<file path="src/pkg/mode_reg_pkg.sv">
// constants for the mode register bank and its readout pages
// assumes all users refer to names as mode_reg_pkg::name
package mode_reg_pkg;
    // register select codes on {bg0, ba1, ba0}
    localparam logic [2:0] SEL_WRITE_CFG   = 3'h2;
    localparam logic [2:0] SEL_READOUT_REF = 3'h3;
    localparam logic [2:0] SEL_POWER_PRE   = 3'h4;
    localparam logic [2:0] SEL_PARITY_INV  = 3'h5;
    localparam logic [2:0] SEL_IGNORED     = 3'h7;
    localparam logic [17:0] MODE_RESET     = 18'h00000;
    // write_config_mode fields
    localparam int CRC_EN_BIT   = 12;
    localparam int DYN_TERM_LSB = 9;
    localparam int SR_TEMP_LSB  = 6;
    localparam int CWL_LSB      = 3;
    // readout_refresh_mode fields
    localparam int FORMAT_LSB   = 11;
    localparam int CRCDM_LSB    = 9;
    localparam int REFRESH_LSB  = 6;
    localparam int TEMP_RD_BIT  = 5;
    localparam int PER_DEV_BIT  = 4;
    localparam int GEAR_BIT     = 3;
    localparam int READOUT_BIT  = 2;
    localparam int PAGE_LSB     = 0;
    // power_preamble_mode fields
    localparam int HARD_REP_BIT = 13;
    localparam int WR_PRE_BIT   = 12;
    localparam int RD_PRE_BIT   = 11;
    localparam int PRE_TRN_BIT  = 10;
    localparam int SR_ABORT_BIT = 9;
    localparam int CS_LAT_LSB   = 6;
    localparam int SOFT_REP_BIT = 5;
    localparam int VREF_MON_BIT = 4;
    localparam int TCR_EN_BIT   = 3;
    localparam int TCR_EXT_BIT  = 2;
    localparam int MAX_PD_BIT   = 1;
    // parity_inversion_mode fields
    localparam int RD_INV_BIT   = 12;
    localparam int WR_INV_BIT   = 11;
    localparam int MASK_BIT     = 10;
    localparam int PERSIST_BIT  = 9;
    localparam int PARK_LSB     = 6;
    localparam int TERM_BUF_BIT = 5;
    localparam int PAR_ERR_BIT  = 4;
    localparam int CRC_ERR_BIT  = 3;
    localparam int PAR_LAT_LSB  = 0;
    // readout pages and training pattern defaults
    localparam logic [1:0] PAGE_PATTERN  = 2'h0;
    localparam logic [1:0] PAGE_LOG      = 2'h1;
    localparam logic [1:0] PAGE_SETTINGS = 2'h2;
    localparam logic [7:0] PATTERN_0_RESET = 8'h55;
    localparam logic [7:0] PATTERN_1_RESET = 8'h33;
    localparam logic [7:0] PATTERN_2_RESET = 8'h0F;
    localparam logic [7:0] PATTERN_3_RESET = 8'h00;
    localparam int READ_LATENCY = 2;
endpackage : mode_reg_pkg

</file>
<file path="src/verilog/pattern_store.sv">
// four-entry training pattern store with registered read data
// assumes writes and reads come from logic on the same clock
`timescale 1ns/1ps
module pattern_store #(
    parameter int WIDTH = 8,
    parameter int DEPTH = 4
) (
    input  wire logic                     sys_clk,
    input  wire logic                     reset_n,
    input  wire logic                     wr_en,
    input  wire logic [$clog2(DEPTH)-1:0] wr_addr,
    input  wire logic [WIDTH-1:0]         wr_data,
    input  wire logic [$clog2(DEPTH)-1:0] rd_addr,
    output logic      [WIDTH-1:0]         rd_data
);
    logic [WIDTH-1:0] mem_reg [DEPTH];

    function automatic logic [WIDTH-1:0] reset_word(input int idx);
        case (idx % 4)
            0:       reset_word = WIDTH'(mode_reg_pkg::PATTERN_0_RESET);
            1:       reset_word = WIDTH'(mode_reg_pkg::PATTERN_1_RESET);
            2:       reset_word = WIDTH'(mode_reg_pkg::PATTERN_2_RESET);
            default: reset_word = WIDTH'(mode_reg_pkg::PATTERN_3_RESET);
        endcase
    endfunction : reset_word

    for (genvar i = 0; i < DEPTH; i++) begin : g_word
        always_ff @(posedge sys_clk or negedge reset_n) begin
            if (!reset_n) begin
                mem_reg[i] <= reset_word(i);
            end else if (wr_en && wr_addr == i) begin
                mem_reg[i] <= wr_data;
            end
        end
    end

    always_ff @(posedge sys_clk or negedge reset_n) begin
        if (!reset_n) begin
            rd_data <= '0;
        end else begin
            rd_data <= mem_reg[rd_addr];
        end
    end
endmodule : pattern_store

</file>
<file path="src/verilog/mode_register_bank.sv">
// mode registers 2 to 5 of the memory device and the readout pages
// assumes command inputs are sampled on sys_clk by the command front end
`timescale 1ns/1ps
module mode_register_bank #(
    parameter logic [31:0] MAKER_DATA = 32'h00000000 // arbitrary value
) (
    input  wire logic        sys_clk,
    input  wire logic        reset_n,
    input  wire logic        mode_register_command,
    input  wire logic [2:0]  reg_select,
    input  wire logic [17:0] cmd_addr,
    input  wire logic        readout_read,
    input  wire logic        readout_write,
    input  wire logic [1:0]  readout_loc,
    input  wire logic [7:0]  readout_wdata,
    input  wire logic        parity_error_event,
    input  wire logic [17:0] err_addr,
    input  wire logic        err_act_n,
    input  wire logic [1:0]  err_bg,
    input  wire logic [1:0]  err_ba,
    input  wire logic        err_par,
    input  wire logic        crc_error_event,
    input  wire logic [4:0]  cas_latency_bits,
    input  wire logic [2:0]  nominal_term_code,
    input  wire logic [1:0]  driver_imp_code,
    input  wire logic [6:0]  vref_training,
    input  wire logic [1:0]  temp_rate,
    output logic             write_crc_en,
    output logic [2:0]       dyn_term_code,
    output logic [1:0]       self_refresh_temp_mode,
    output logic [4:0]       column_write_latency,
    output logic             readout_enable,
    output logic [1:0]       readout_page,
    output logic [1:0]       read_format,
    output logic [1:0]       crc_dm_latency_code,
    output logic [2:0]       refresh_mode,
    output logic             quarter_rate,
    output logic             per_device_en,
    output logic             temp_readout_en,
    output logic             write_preamble_2ck,
    output logic             read_preamble_2ck,
    output logic             preamble_training,
    output logic [3:0]       cs_cmd_latency,
    output logic             max_power_down,
    output logic             temp_refresh_en,
    output logic             temp_refresh_ext,
    output logic             vref_monitor_en,
    output logic             soft_row_repair,
    output logic             self_refresh_abort,
    output logic             hard_row_repair,
    output logic             read_bus_inversion,
    output logic             write_bus_inversion,
    output logic             write_data_masking,
    output logic             parity_persistent,
    output logic [2:0]       park_term_code,
    output logic             term_buffer_off,
    output logic [3:0]       address_parity_latency,
    output logic             parity_error_flag,
    output logic             crc_error_flag,
    output logic [7:0]       readout_data,
    output logic             readout_valid
);
    logic [17:0] mr2_reg, mr3_reg, mr4_reg, mr5_reg;
    logic [17:0] mr2_next, mr3_next, mr4_next, mr5_next;
    logic [17:0] log_addr_reg;
    logic [7:0]  log_ctrl_reg;
    logic [1:0]  temp_s1_reg, temp_s2_reg, temp_s3_reg, temp_status_reg;
    logic        rd_req, wr_req, rd1_reg;
    logic [1:0]  page_q_reg;
    logic [7:0]  other_q_reg, other_next, pattern_data;

    // 3-bit codes map to clock counts; all eight write latency codes are used, unused chip select and parity codes read as zero
    function automatic logic [4:0] cwl_clocks(input logic [2:0] c);
        case (c)
            3'h0:    cwl_clocks = 5'h09;
            3'h1:    cwl_clocks = 5'h0A;
            3'h2:    cwl_clocks = 5'h0B;
            3'h3:    cwl_clocks = 5'h0C;
            3'h4:    cwl_clocks = 5'h0E;
            3'h5:    cwl_clocks = 5'h10;
            3'h6:    cwl_clocks = 5'h12;
            default: cwl_clocks = 5'h14;
        endcase
    endfunction : cwl_clocks

    function automatic logic [3:0] cs_clocks(input logic [2:0] c);
        case (c)
            3'h1:    cs_clocks = 4'h3;
            3'h2:    cs_clocks = 4'h4;
            3'h3:    cs_clocks = 4'h5;
            3'h4:    cs_clocks = 4'h6;
            3'h5:    cs_clocks = 4'h8;
            default: cs_clocks = 4'h0;
        endcase
    endfunction : cs_clocks

    function automatic logic [3:0] parity_clocks(input logic [2:0] c);
        case (c)
            3'h1:    parity_clocks = 4'h4;
            3'h2:    parity_clocks = 4'h5;
            3'h3:    parity_clocks = 4'h6;
            3'h4:    parity_clocks = 4'h8;
            default: parity_clocks = 4'h0;
        endcase
    endfunction : parity_clocks

    function automatic logic hit(input logic [2:0] sel);
        hit = mode_register_command && reg_select == sel;
    endfunction : hit

    always_comb begin
        mr2_next = hit(mode_reg_pkg::SEL_WRITE_CFG) ? cmd_addr : mr2_reg;
        mr3_next = hit(mode_reg_pkg::SEL_READOUT_REF) ? cmd_addr : mr3_reg;
        mr4_next = hit(mode_reg_pkg::SEL_POWER_PRE) ? cmd_addr : mr4_reg;
        mr5_next = hit(mode_reg_pkg::SEL_PARITY_INV) ? cmd_addr : mr5_reg;
    end

    always_ff @(posedge sys_clk or negedge reset_n) begin
        if (!reset_n) begin
            mr2_reg <= mode_reg_pkg::MODE_RESET;
            mr3_reg <= mode_reg_pkg::MODE_RESET;
            mr4_reg <= mode_reg_pkg::MODE_RESET;
            mr5_reg <= mode_reg_pkg::MODE_RESET;
        end else begin
            mr2_reg <= mr2_next;
            mr3_reg <= mr3_next;
            mr4_reg <= mr4_next;
            mr5_reg <= mr5_next;
        end
    end

    // decoded settings, registered on the same edge as the write
    always_ff @(posedge sys_clk or negedge reset_n) begin
        if (!reset_n) begin
            write_crc_en           <= 1'b0;
            dyn_term_code          <= '0;
            self_refresh_temp_mode <= '0;
            column_write_latency   <= cwl_clocks(3'h0);
            readout_enable         <= 1'b0;
            readout_page           <= '0;
            read_format            <= '0;
            crc_dm_latency_code    <= '0;
            refresh_mode           <= '0;
            quarter_rate           <= 1'b0;
            per_device_en          <= 1'b0;
            temp_readout_en        <= 1'b0;
            write_preamble_2ck     <= 1'b0;
            read_preamble_2ck      <= 1'b0;
            preamble_training      <= 1'b0;
            cs_cmd_latency         <= '0;
            max_power_down         <= 1'b0;
            temp_refresh_en        <= 1'b0;
            temp_refresh_ext       <= 1'b0;
            vref_monitor_en        <= 1'b0;
            soft_row_repair        <= 1'b0;
            self_refresh_abort     <= 1'b0;
            hard_row_repair        <= 1'b0;
            read_bus_inversion     <= 1'b0;
            write_bus_inversion    <= 1'b0;
            write_data_masking     <= 1'b0;
            parity_persistent      <= 1'b0;
            park_term_code         <= '0;
            address_parity_latency <= '0;
        end else begin
            write_crc_en <= mr2_next[mode_reg_pkg::CRC_EN_BIT];
            dyn_term_code <= mr2_next[mode_reg_pkg::DYN_TERM_LSB +: 3];
            self_refresh_temp_mode <= mr2_next[mode_reg_pkg::SR_TEMP_LSB +: 2];
            column_write_latency <=
                cwl_clocks(mr2_next[mode_reg_pkg::CWL_LSB +: 3]);
            readout_enable <= mr3_next[mode_reg_pkg::READOUT_BIT];
            readout_page   <= mr3_next[mode_reg_pkg::PAGE_LSB +: 2];
            read_format    <= mr3_next[mode_reg_pkg::FORMAT_LSB +: 2];
            crc_dm_latency_code <= mr3_next[mode_reg_pkg::CRCDM_LSB +: 2];
            refresh_mode <= mr3_next[mode_reg_pkg::REFRESH_LSB +: 3];
            quarter_rate    <= mr3_next[mode_reg_pkg::GEAR_BIT];
            per_device_en   <= mr3_next[mode_reg_pkg::PER_DEV_BIT];
            temp_readout_en <= mr3_next[mode_reg_pkg::TEMP_RD_BIT];
            write_preamble_2ck <= mr4_next[mode_reg_pkg::WR_PRE_BIT];
            read_preamble_2ck  <= mr4_next[mode_reg_pkg::RD_PRE_BIT];
            preamble_training  <= mr4_next[mode_reg_pkg::PRE_TRN_BIT];
            cs_cmd_latency <= cs_clocks(mr4_next[mode_reg_pkg::CS_LAT_LSB +: 3]);
            max_power_down     <= mr4_next[mode_reg_pkg::MAX_PD_BIT];
            temp_refresh_en    <= mr4_next[mode_reg_pkg::TCR_EN_BIT];
            temp_refresh_ext   <= mr4_next[mode_reg_pkg::TCR_EXT_BIT];
            vref_monitor_en    <= mr4_next[mode_reg_pkg::VREF_MON_BIT];
            soft_row_repair    <= mr4_next[mode_reg_pkg::SOFT_REP_BIT];
            self_refresh_abort <= mr4_next[mode_reg_pkg::SR_ABORT_BIT];
            hard_row_repair    <= mr4_next[mode_reg_pkg::HARD_REP_BIT];
            read_bus_inversion  <= mr5_next[mode_reg_pkg::RD_INV_BIT];
            write_bus_inversion <= mr5_next[mode_reg_pkg::WR_INV_BIT];
            write_data_masking  <= mr5_next[mode_reg_pkg::MASK_BIT];
            parity_persistent <= mr5_next[mode_reg_pkg::PERSIST_BIT];
            park_term_code    <= mr5_next[mode_reg_pkg::PARK_LSB +: 3];
            address_parity_latency <=
                parity_clocks(mr5_next[mode_reg_pkg::PAR_LAT_LSB +: 3]);
        end
    end

    always_ff @(posedge sys_clk or negedge reset_n) begin
        if (!reset_n) begin
            term_buffer_off <= 1'b0;
        end else begin
            term_buffer_off <= mr5_next[mode_reg_pkg::TERM_BUF_BIT]
                               && nominal_term_code != 3'h0;
        end
    end

    // set wins over a zero write
    always_ff @(posedge sys_clk or negedge reset_n) begin
        if (!reset_n) begin
            parity_error_flag <= 1'b0;
            crc_error_flag    <= 1'b0;
        end else begin
            if (parity_error_event) begin
                parity_error_flag <= 1'b1;
            end else if (hit(mode_reg_pkg::SEL_PARITY_INV)
                         && !cmd_addr[mode_reg_pkg::PAR_ERR_BIT]) begin
                parity_error_flag <= 1'b0;
            end
            if (crc_error_event) begin
                crc_error_flag <= 1'b1;
            end else if (hit(mode_reg_pkg::SEL_PARITY_INV)
                         && !cmd_addr[mode_reg_pkg::CRC_ERR_BIT]) begin
                crc_error_flag <= 1'b0;
            end
        end
    end

    // keep the first failing command until the flag clears
    always_ff @(posedge sys_clk or negedge reset_n) begin
        if (!reset_n) begin
            log_addr_reg <= '0;
            log_ctrl_reg <= '0;
        end else if (parity_error_event && !parity_error_flag) begin
            log_addr_reg <= err_addr;
            log_ctrl_reg <= {err_par, err_act_n, err_bg, err_ba,
                             err_addr[17:16]};
        end
    end

    // temperature status through a three-stage synchroniser
    always_ff @(posedge sys_clk or negedge reset_n) begin
        if (!reset_n) begin
            temp_s1_reg     <= '0;
            temp_s2_reg     <= '0;
            temp_s3_reg     <= '0;
            temp_status_reg <= '0;
        end else begin
            temp_s1_reg <= temp_rate;
            temp_s2_reg <= temp_s1_reg;
            temp_s3_reg <= temp_s2_reg;
            // samples only while temp_readout_en is set and the last two stages agree; holds otherwise
            if (temp_readout_en && temp_s2_reg == temp_s3_reg) begin
                temp_status_reg <= temp_s3_reg;
            end
        end
    end

    // accesses act only while routed to the readout pages
    assign rd_req = readout_read && readout_enable;
    assign wr_req = readout_write && readout_enable
                    && readout_page == mode_reg_pkg::PAGE_PATTERN;

    pattern_store #(
        .WIDTH (8),
        .DEPTH (4)
    ) u_pattern (
        .sys_clk (sys_clk),
        .reset_n (reset_n),
        .wr_en   (wr_req),
        .wr_addr (readout_loc),
        .wr_data (readout_wdata),
        .rd_addr (readout_loc),
        .rd_data (pattern_data)
    );

    // settings page assembled from live fields
    always_comb begin
        other_next = 8'h00;
        case (readout_page)
            mode_reg_pkg::PAGE_LOG: begin
                case (readout_loc)
                    2'h0:    other_next = log_addr_reg[7:0];
                    2'h1:    other_next = log_addr_reg[15:8];
                    2'h2:    other_next = log_ctrl_reg;
                    default: other_next = {crc_error_flag, parity_error_flag,
                                           mr5_reg[2], mr5_reg[1], mr5_reg[0],
                                           3'h0};
                endcase
            end
            mode_reg_pkg::PAGE_SETTINGS: begin
                case (readout_loc)
                    2'h0:    other_next = {mr4_reg[13], mr4_reg[5],
                                           mr2_reg[11], temp_status_reg,
                                           mr2_reg[12], mr2_reg[10:9]};
                    2'h1:    other_next = {vref_training, mr3_reg[3]};
                    2'h2:    other_next = {cas_latency_bits, mr2_reg[5:3]};
                    default: other_next = {nominal_term_code, mr5_reg[8:6],
                                           driver_imp_code};
                endcase
            end
            default: other_next = MAKER_DATA[readout_loc*8 +: 8];
        endcase
    end

    // two-stage read so the pattern store output stays registered
    always_ff @(posedge sys_clk or negedge reset_n) begin
        if (!reset_n) begin
            rd1_reg       <= 1'b0;
            page_q_reg    <= '0;
            other_q_reg   <= '0;
            readout_data  <= '0;
            readout_valid <= 1'b0;
        end else begin
            rd1_reg       <= rd_req;
            page_q_reg    <= readout_page;
            other_q_reg   <= other_next;
            readout_valid <= rd1_reg;
            if (rd1_reg) begin
                readout_data <= page_q_reg == mode_reg_pkg::PAGE_PATTERN
                                ? pattern_data : other_q_reg;
            end
        end
    end
endmodule : mode_register_bank

</file>
<file path="config.mk">
export PLATFORM = sky130hd
export DESIGN_NAME = mode_register_bank
export DESIGN_NICKNAME = d
export VERILOG_FILES = /design/src/pkg/mode_reg_pkg.sv /design/src/verilog/pattern_store.sv /design/src/verilog/mode_register_bank.sv
export SDC_FILE = /design/constraint.sdc
export NUM_CORES = 1
export LEC_CHECK = 0
export ABC_AREA = 1
export BUFFER_PORTS_ARGS = -buffer_cell sky130_fd_sc_hd__buf_2
export CAP_MARGIN = 20
export CORE_UTILIZATION = 54
export DETAILED_ROUTE_END_ITERATION = 12
export GPL_TIMING_DRIVEN = 0
export PLACE_DENSITY = 0.81
export SYNTH_ARGS = -nofsm -noshare
export SYNTH_HDL_FRONTEND = slang
export SYNTH_SLANG_ARGS = --single-unit
</file>
<file path="constraint.sdc">
create_clock -name sys_clk -period 1.5 [get_ports sys_clk]
set_input_delay 0.225 -clock sys_clk [delete_from_list [all_inputs] [get_ports sys_clk]]
set_output_delay 0.225 -clock sys_clk [all_outputs]
set_load 0.01 [all_outputs]
</file>
==> results.py <==
metrics = {
    "route": {
        "vias": 5299,
        "antenna_left": 0,
        "first_iter_violations": 424,
        "dr.pass1.iters": 9,
        "viasPerCell": 5.42,
        "drt-wirelength-per-cell_um": 17.1,
        "wirelength_um": 16700,
        "drcViolationCount": 5,
    },
    "hold_path": {
        "min_path_type": "in -> reg",
    },
    "status": {
        "run_status": "finished with violations",
        "violations": "DRC",
    },
    "power": {
        "combPwrFrac": 0.191,
        "p_sw_frac": 0.280,
        "switchingPower_mw": 3.49,
        "max-vdd-ir-drop_mv": 1.16,
        "p_int_mw": 8.97,
        "power.density_nw_per_um2": 1540,
        "p_leak_nw": 4.23,
        "p_clk_frac": 0.356,
        "seq_power_share": 0.453,
    },
    "logic_synthesis": {
        "syn_inst": 660,
        "yosysTopAreaCell": "dfrtp_1",
        "yosysSeqAreaShare": 0.597,
        "yosysWarningCount": 0,
        "avgSynthCellArea_um2": 9.82,
        "netlist_area_um2": 6480,
        "ys_top_cells_by_area": "dfrtp_1, nand2_1, dfstp_2",
        "synth_top_area_share": 0.540,
        "synthDistinctLibCells": 33,
        "synth-seq-cells": 154,
        "synth.net_count": 744,
    },
    "worst_setup_path": {
        "crit_fanout": 4,
        "crit_path_start_kind": "flop",
        "crit_slowest_cell": "dfrtp_1",
        "arrival_ps": 1250,
        "slowest_delay_ps": 410,
        "rrSetupSlack_ps": 70,
        "worstSetupPathType": "reg -> out",
        "crit_path_end_kind": "primary output",
        "cp_common_cell": "buf_4",
        "crit_required_ps": 1270,
        "crit_chain": "buf_4, buf_4, buf_2",
    },
    "timing": {
        "rsz0062_at_grt": "no",
        "clock_skew_ps": 13.7,
        "fmax_mhz": 678,
        "setup_viol": 0,
        "period_minus_slack_ps": 1470,
        "drv_slew": 0,
        "slew_headroom": 0.554,
        "fin_crit_sh": 0.983,
        "worst_pin_slew_ps": 669,
        "hold_slack_ps": 9.01,
        "hold_viol_final": 0,
    },
    "finish": {
        "fin_nets": 905,
        "largest_register_ffs": 32,
        "syn2layout_area_growth_pct": 24.8,
        "final_layout_size_suffix_gt1_frac": 0.320,
        "diodes": 0,
        "final_common_cell": "nand2_1",
        "fillers": 862,
        "stdcell_count": 977,
        "layout_common_cells": "nand2_1, buf_2, dfrtp_1",
    },
    "die": {
        "core_area_um2": 11600,
        "num_rows": 39,
        "dieArea_um2": 12400,
        "initial_utilization": 0.561,
        "die_w_um": 112,
        "die_h_um": 112,
        "io_pins": 142,
    },
    "clock_network": {
        "path_clk_slew_ps": 60,
        "clkLatencyLatePin_ps": 430,
        "clk_path_buf_depth": 2,
        "htreeDepth": 4,
        "cts_tree": "yes",
        "cts.sinks": 154,
        "cts_buffers": 17,
        "cts_root_buffer": "clkbuf_16",
    },
    "global_route": {
        "grt_pass1_vias": 5461,
        "antenna_found_initial": 1,
        "grt_max_degree": 83,
        "grt_pass1_wl_um": 26900,
        "globalRoute.totalOverflow": 0,
        "grt.total_usage": 0.287,
    },
    "placed_design": {
        "numPlacedInstances": 939,
        "globalplace.congestion": 0.864,
        "io_buffers": 135,
        "hpwl_um": 11900,
    },
    "flow_run": {
        "maxCapViolations": 0,
    },
}
## synthesized netlist by cell type
master,count
clkbuf_1,3
buf_6,6
nand2_1,174
o21ai_1,36
a22oi_1,12
clkinv_2,1
mux2_4,1
nor2_1,28
nand3_2,2
ha_1,3
dfrtp_1,140
buf_2,12
nor2_8,3
inv_4,2
nand3_1,36
o21bai_1,2
a31oi_1,9
o21ai_2,2
nand2_4,4
buf_4,9
nor2_4,1
buf_1,1
xnor2_1,2
nand2_2,8
dfstp_2,14
o21ai_0,49
inv_1,51
a21oi_1,16
and3_1,1
clkbuf_2,1
inv_2,5
nor2_2,2
mux2_2,24
## stage by stage
step                      power, mW  worst slack [ps]  instance area [um2]  utilization  TNS, ps
final                          12.5              25.9                 8090        0.700        0
after global routing           13.0             0.120                 8090        0.700        0
after CTS                      12.4              10.2                 8040        0.695        0
after detailed placement       7.99              -139                 7370        0.637    -2490
after global placement         7.83             -1820                 7340        0.634  -268290
after floorplan                6.96              87.9                 6480            -        0
## per-layer routing
layer  vias up  part of all wire  global-route usage
met1      2557              0.40               0.336
met5         -           0.00078                   0
met2       227              0.49               0.474
met3        49             0.079               0.101
li1       2464                 -                   -
met4         2             0.034               0.141
## final timing paths
path | startpoint | to | cells past startpoint
min in group asynchronous | reset_n | mr5_reg[10] | 2
max in group asynchronous | reset_n | u_pattern.mem_reg[21] | 3
max | mr3_reg[1] | readout_page[1] | 3
min | readout_read | rd1_reg | 3
min reg2reg | temp_s1_reg[1] | temp_s2_reg[1] | 0
max reg2reg | parity_error_flag | log_addr_reg[5] | 4
## final cells by class
type	instances	area (um2)	area share
Clock buffer	25	505	0.0625
Buffer	29	211	0.0261
Clock inverter	7	113	0.0139
Tap cell	143	179	0.0221
Sequential cell	154	3870	0.479
Timing Repair Buffer	145	787	0.0973
Multi-Input combinational cell	415	2200	0.271
Inverter	59	228	0.0281
## repair_timing
action                                  in CTS  in global routing
cloned                                       0                  0
resized for setup                            7                  7
buffers inserted                             0                  5
hold buffers                                 4                  0
pin swaps                                    0                  0
endpoints found under the setup margin      32                 49
hold endpoints to repair                    69                  0
## critical path, delay by kind of cell (launching register included)
| kind | cells | cell delay [ps] |
|---|---|---|
| buffers and inverters | 3 | 410 |
| flip-flops | 1 | 410 |
## cell families (layout without fill, tap and decap cells)
group	Yosys count	after routing	synth area share
xor+xnor	2	2	0.00270
simple gates	259	259	0.176
buf+inv	91	265	0.0683
compound gates	126	126	0.106
fa+ha+maj	3	3	0.00579
mux	25	25	0.0440
flops	154	154	0.597
## power by group through the flow
| stage | Combinational (mW) | Sequential [mW] | Clock, mW |
|---|---|---|---|
| after floorplan | 1.25 | 5.70 | 0 |
| after global placement | 2.20 | 5.63 | 0 |
| after detailed placement | 2.31 | 5.68 | 0 |
| after CTS | 2.35 | 5.63 | 4.46 |
| after global routing | 2.64 | 5.73 | 4.66 |
| final | 2.39 | 5.64 | 4.44 |
Note: power is estimated with default switching activity, not from simulation.
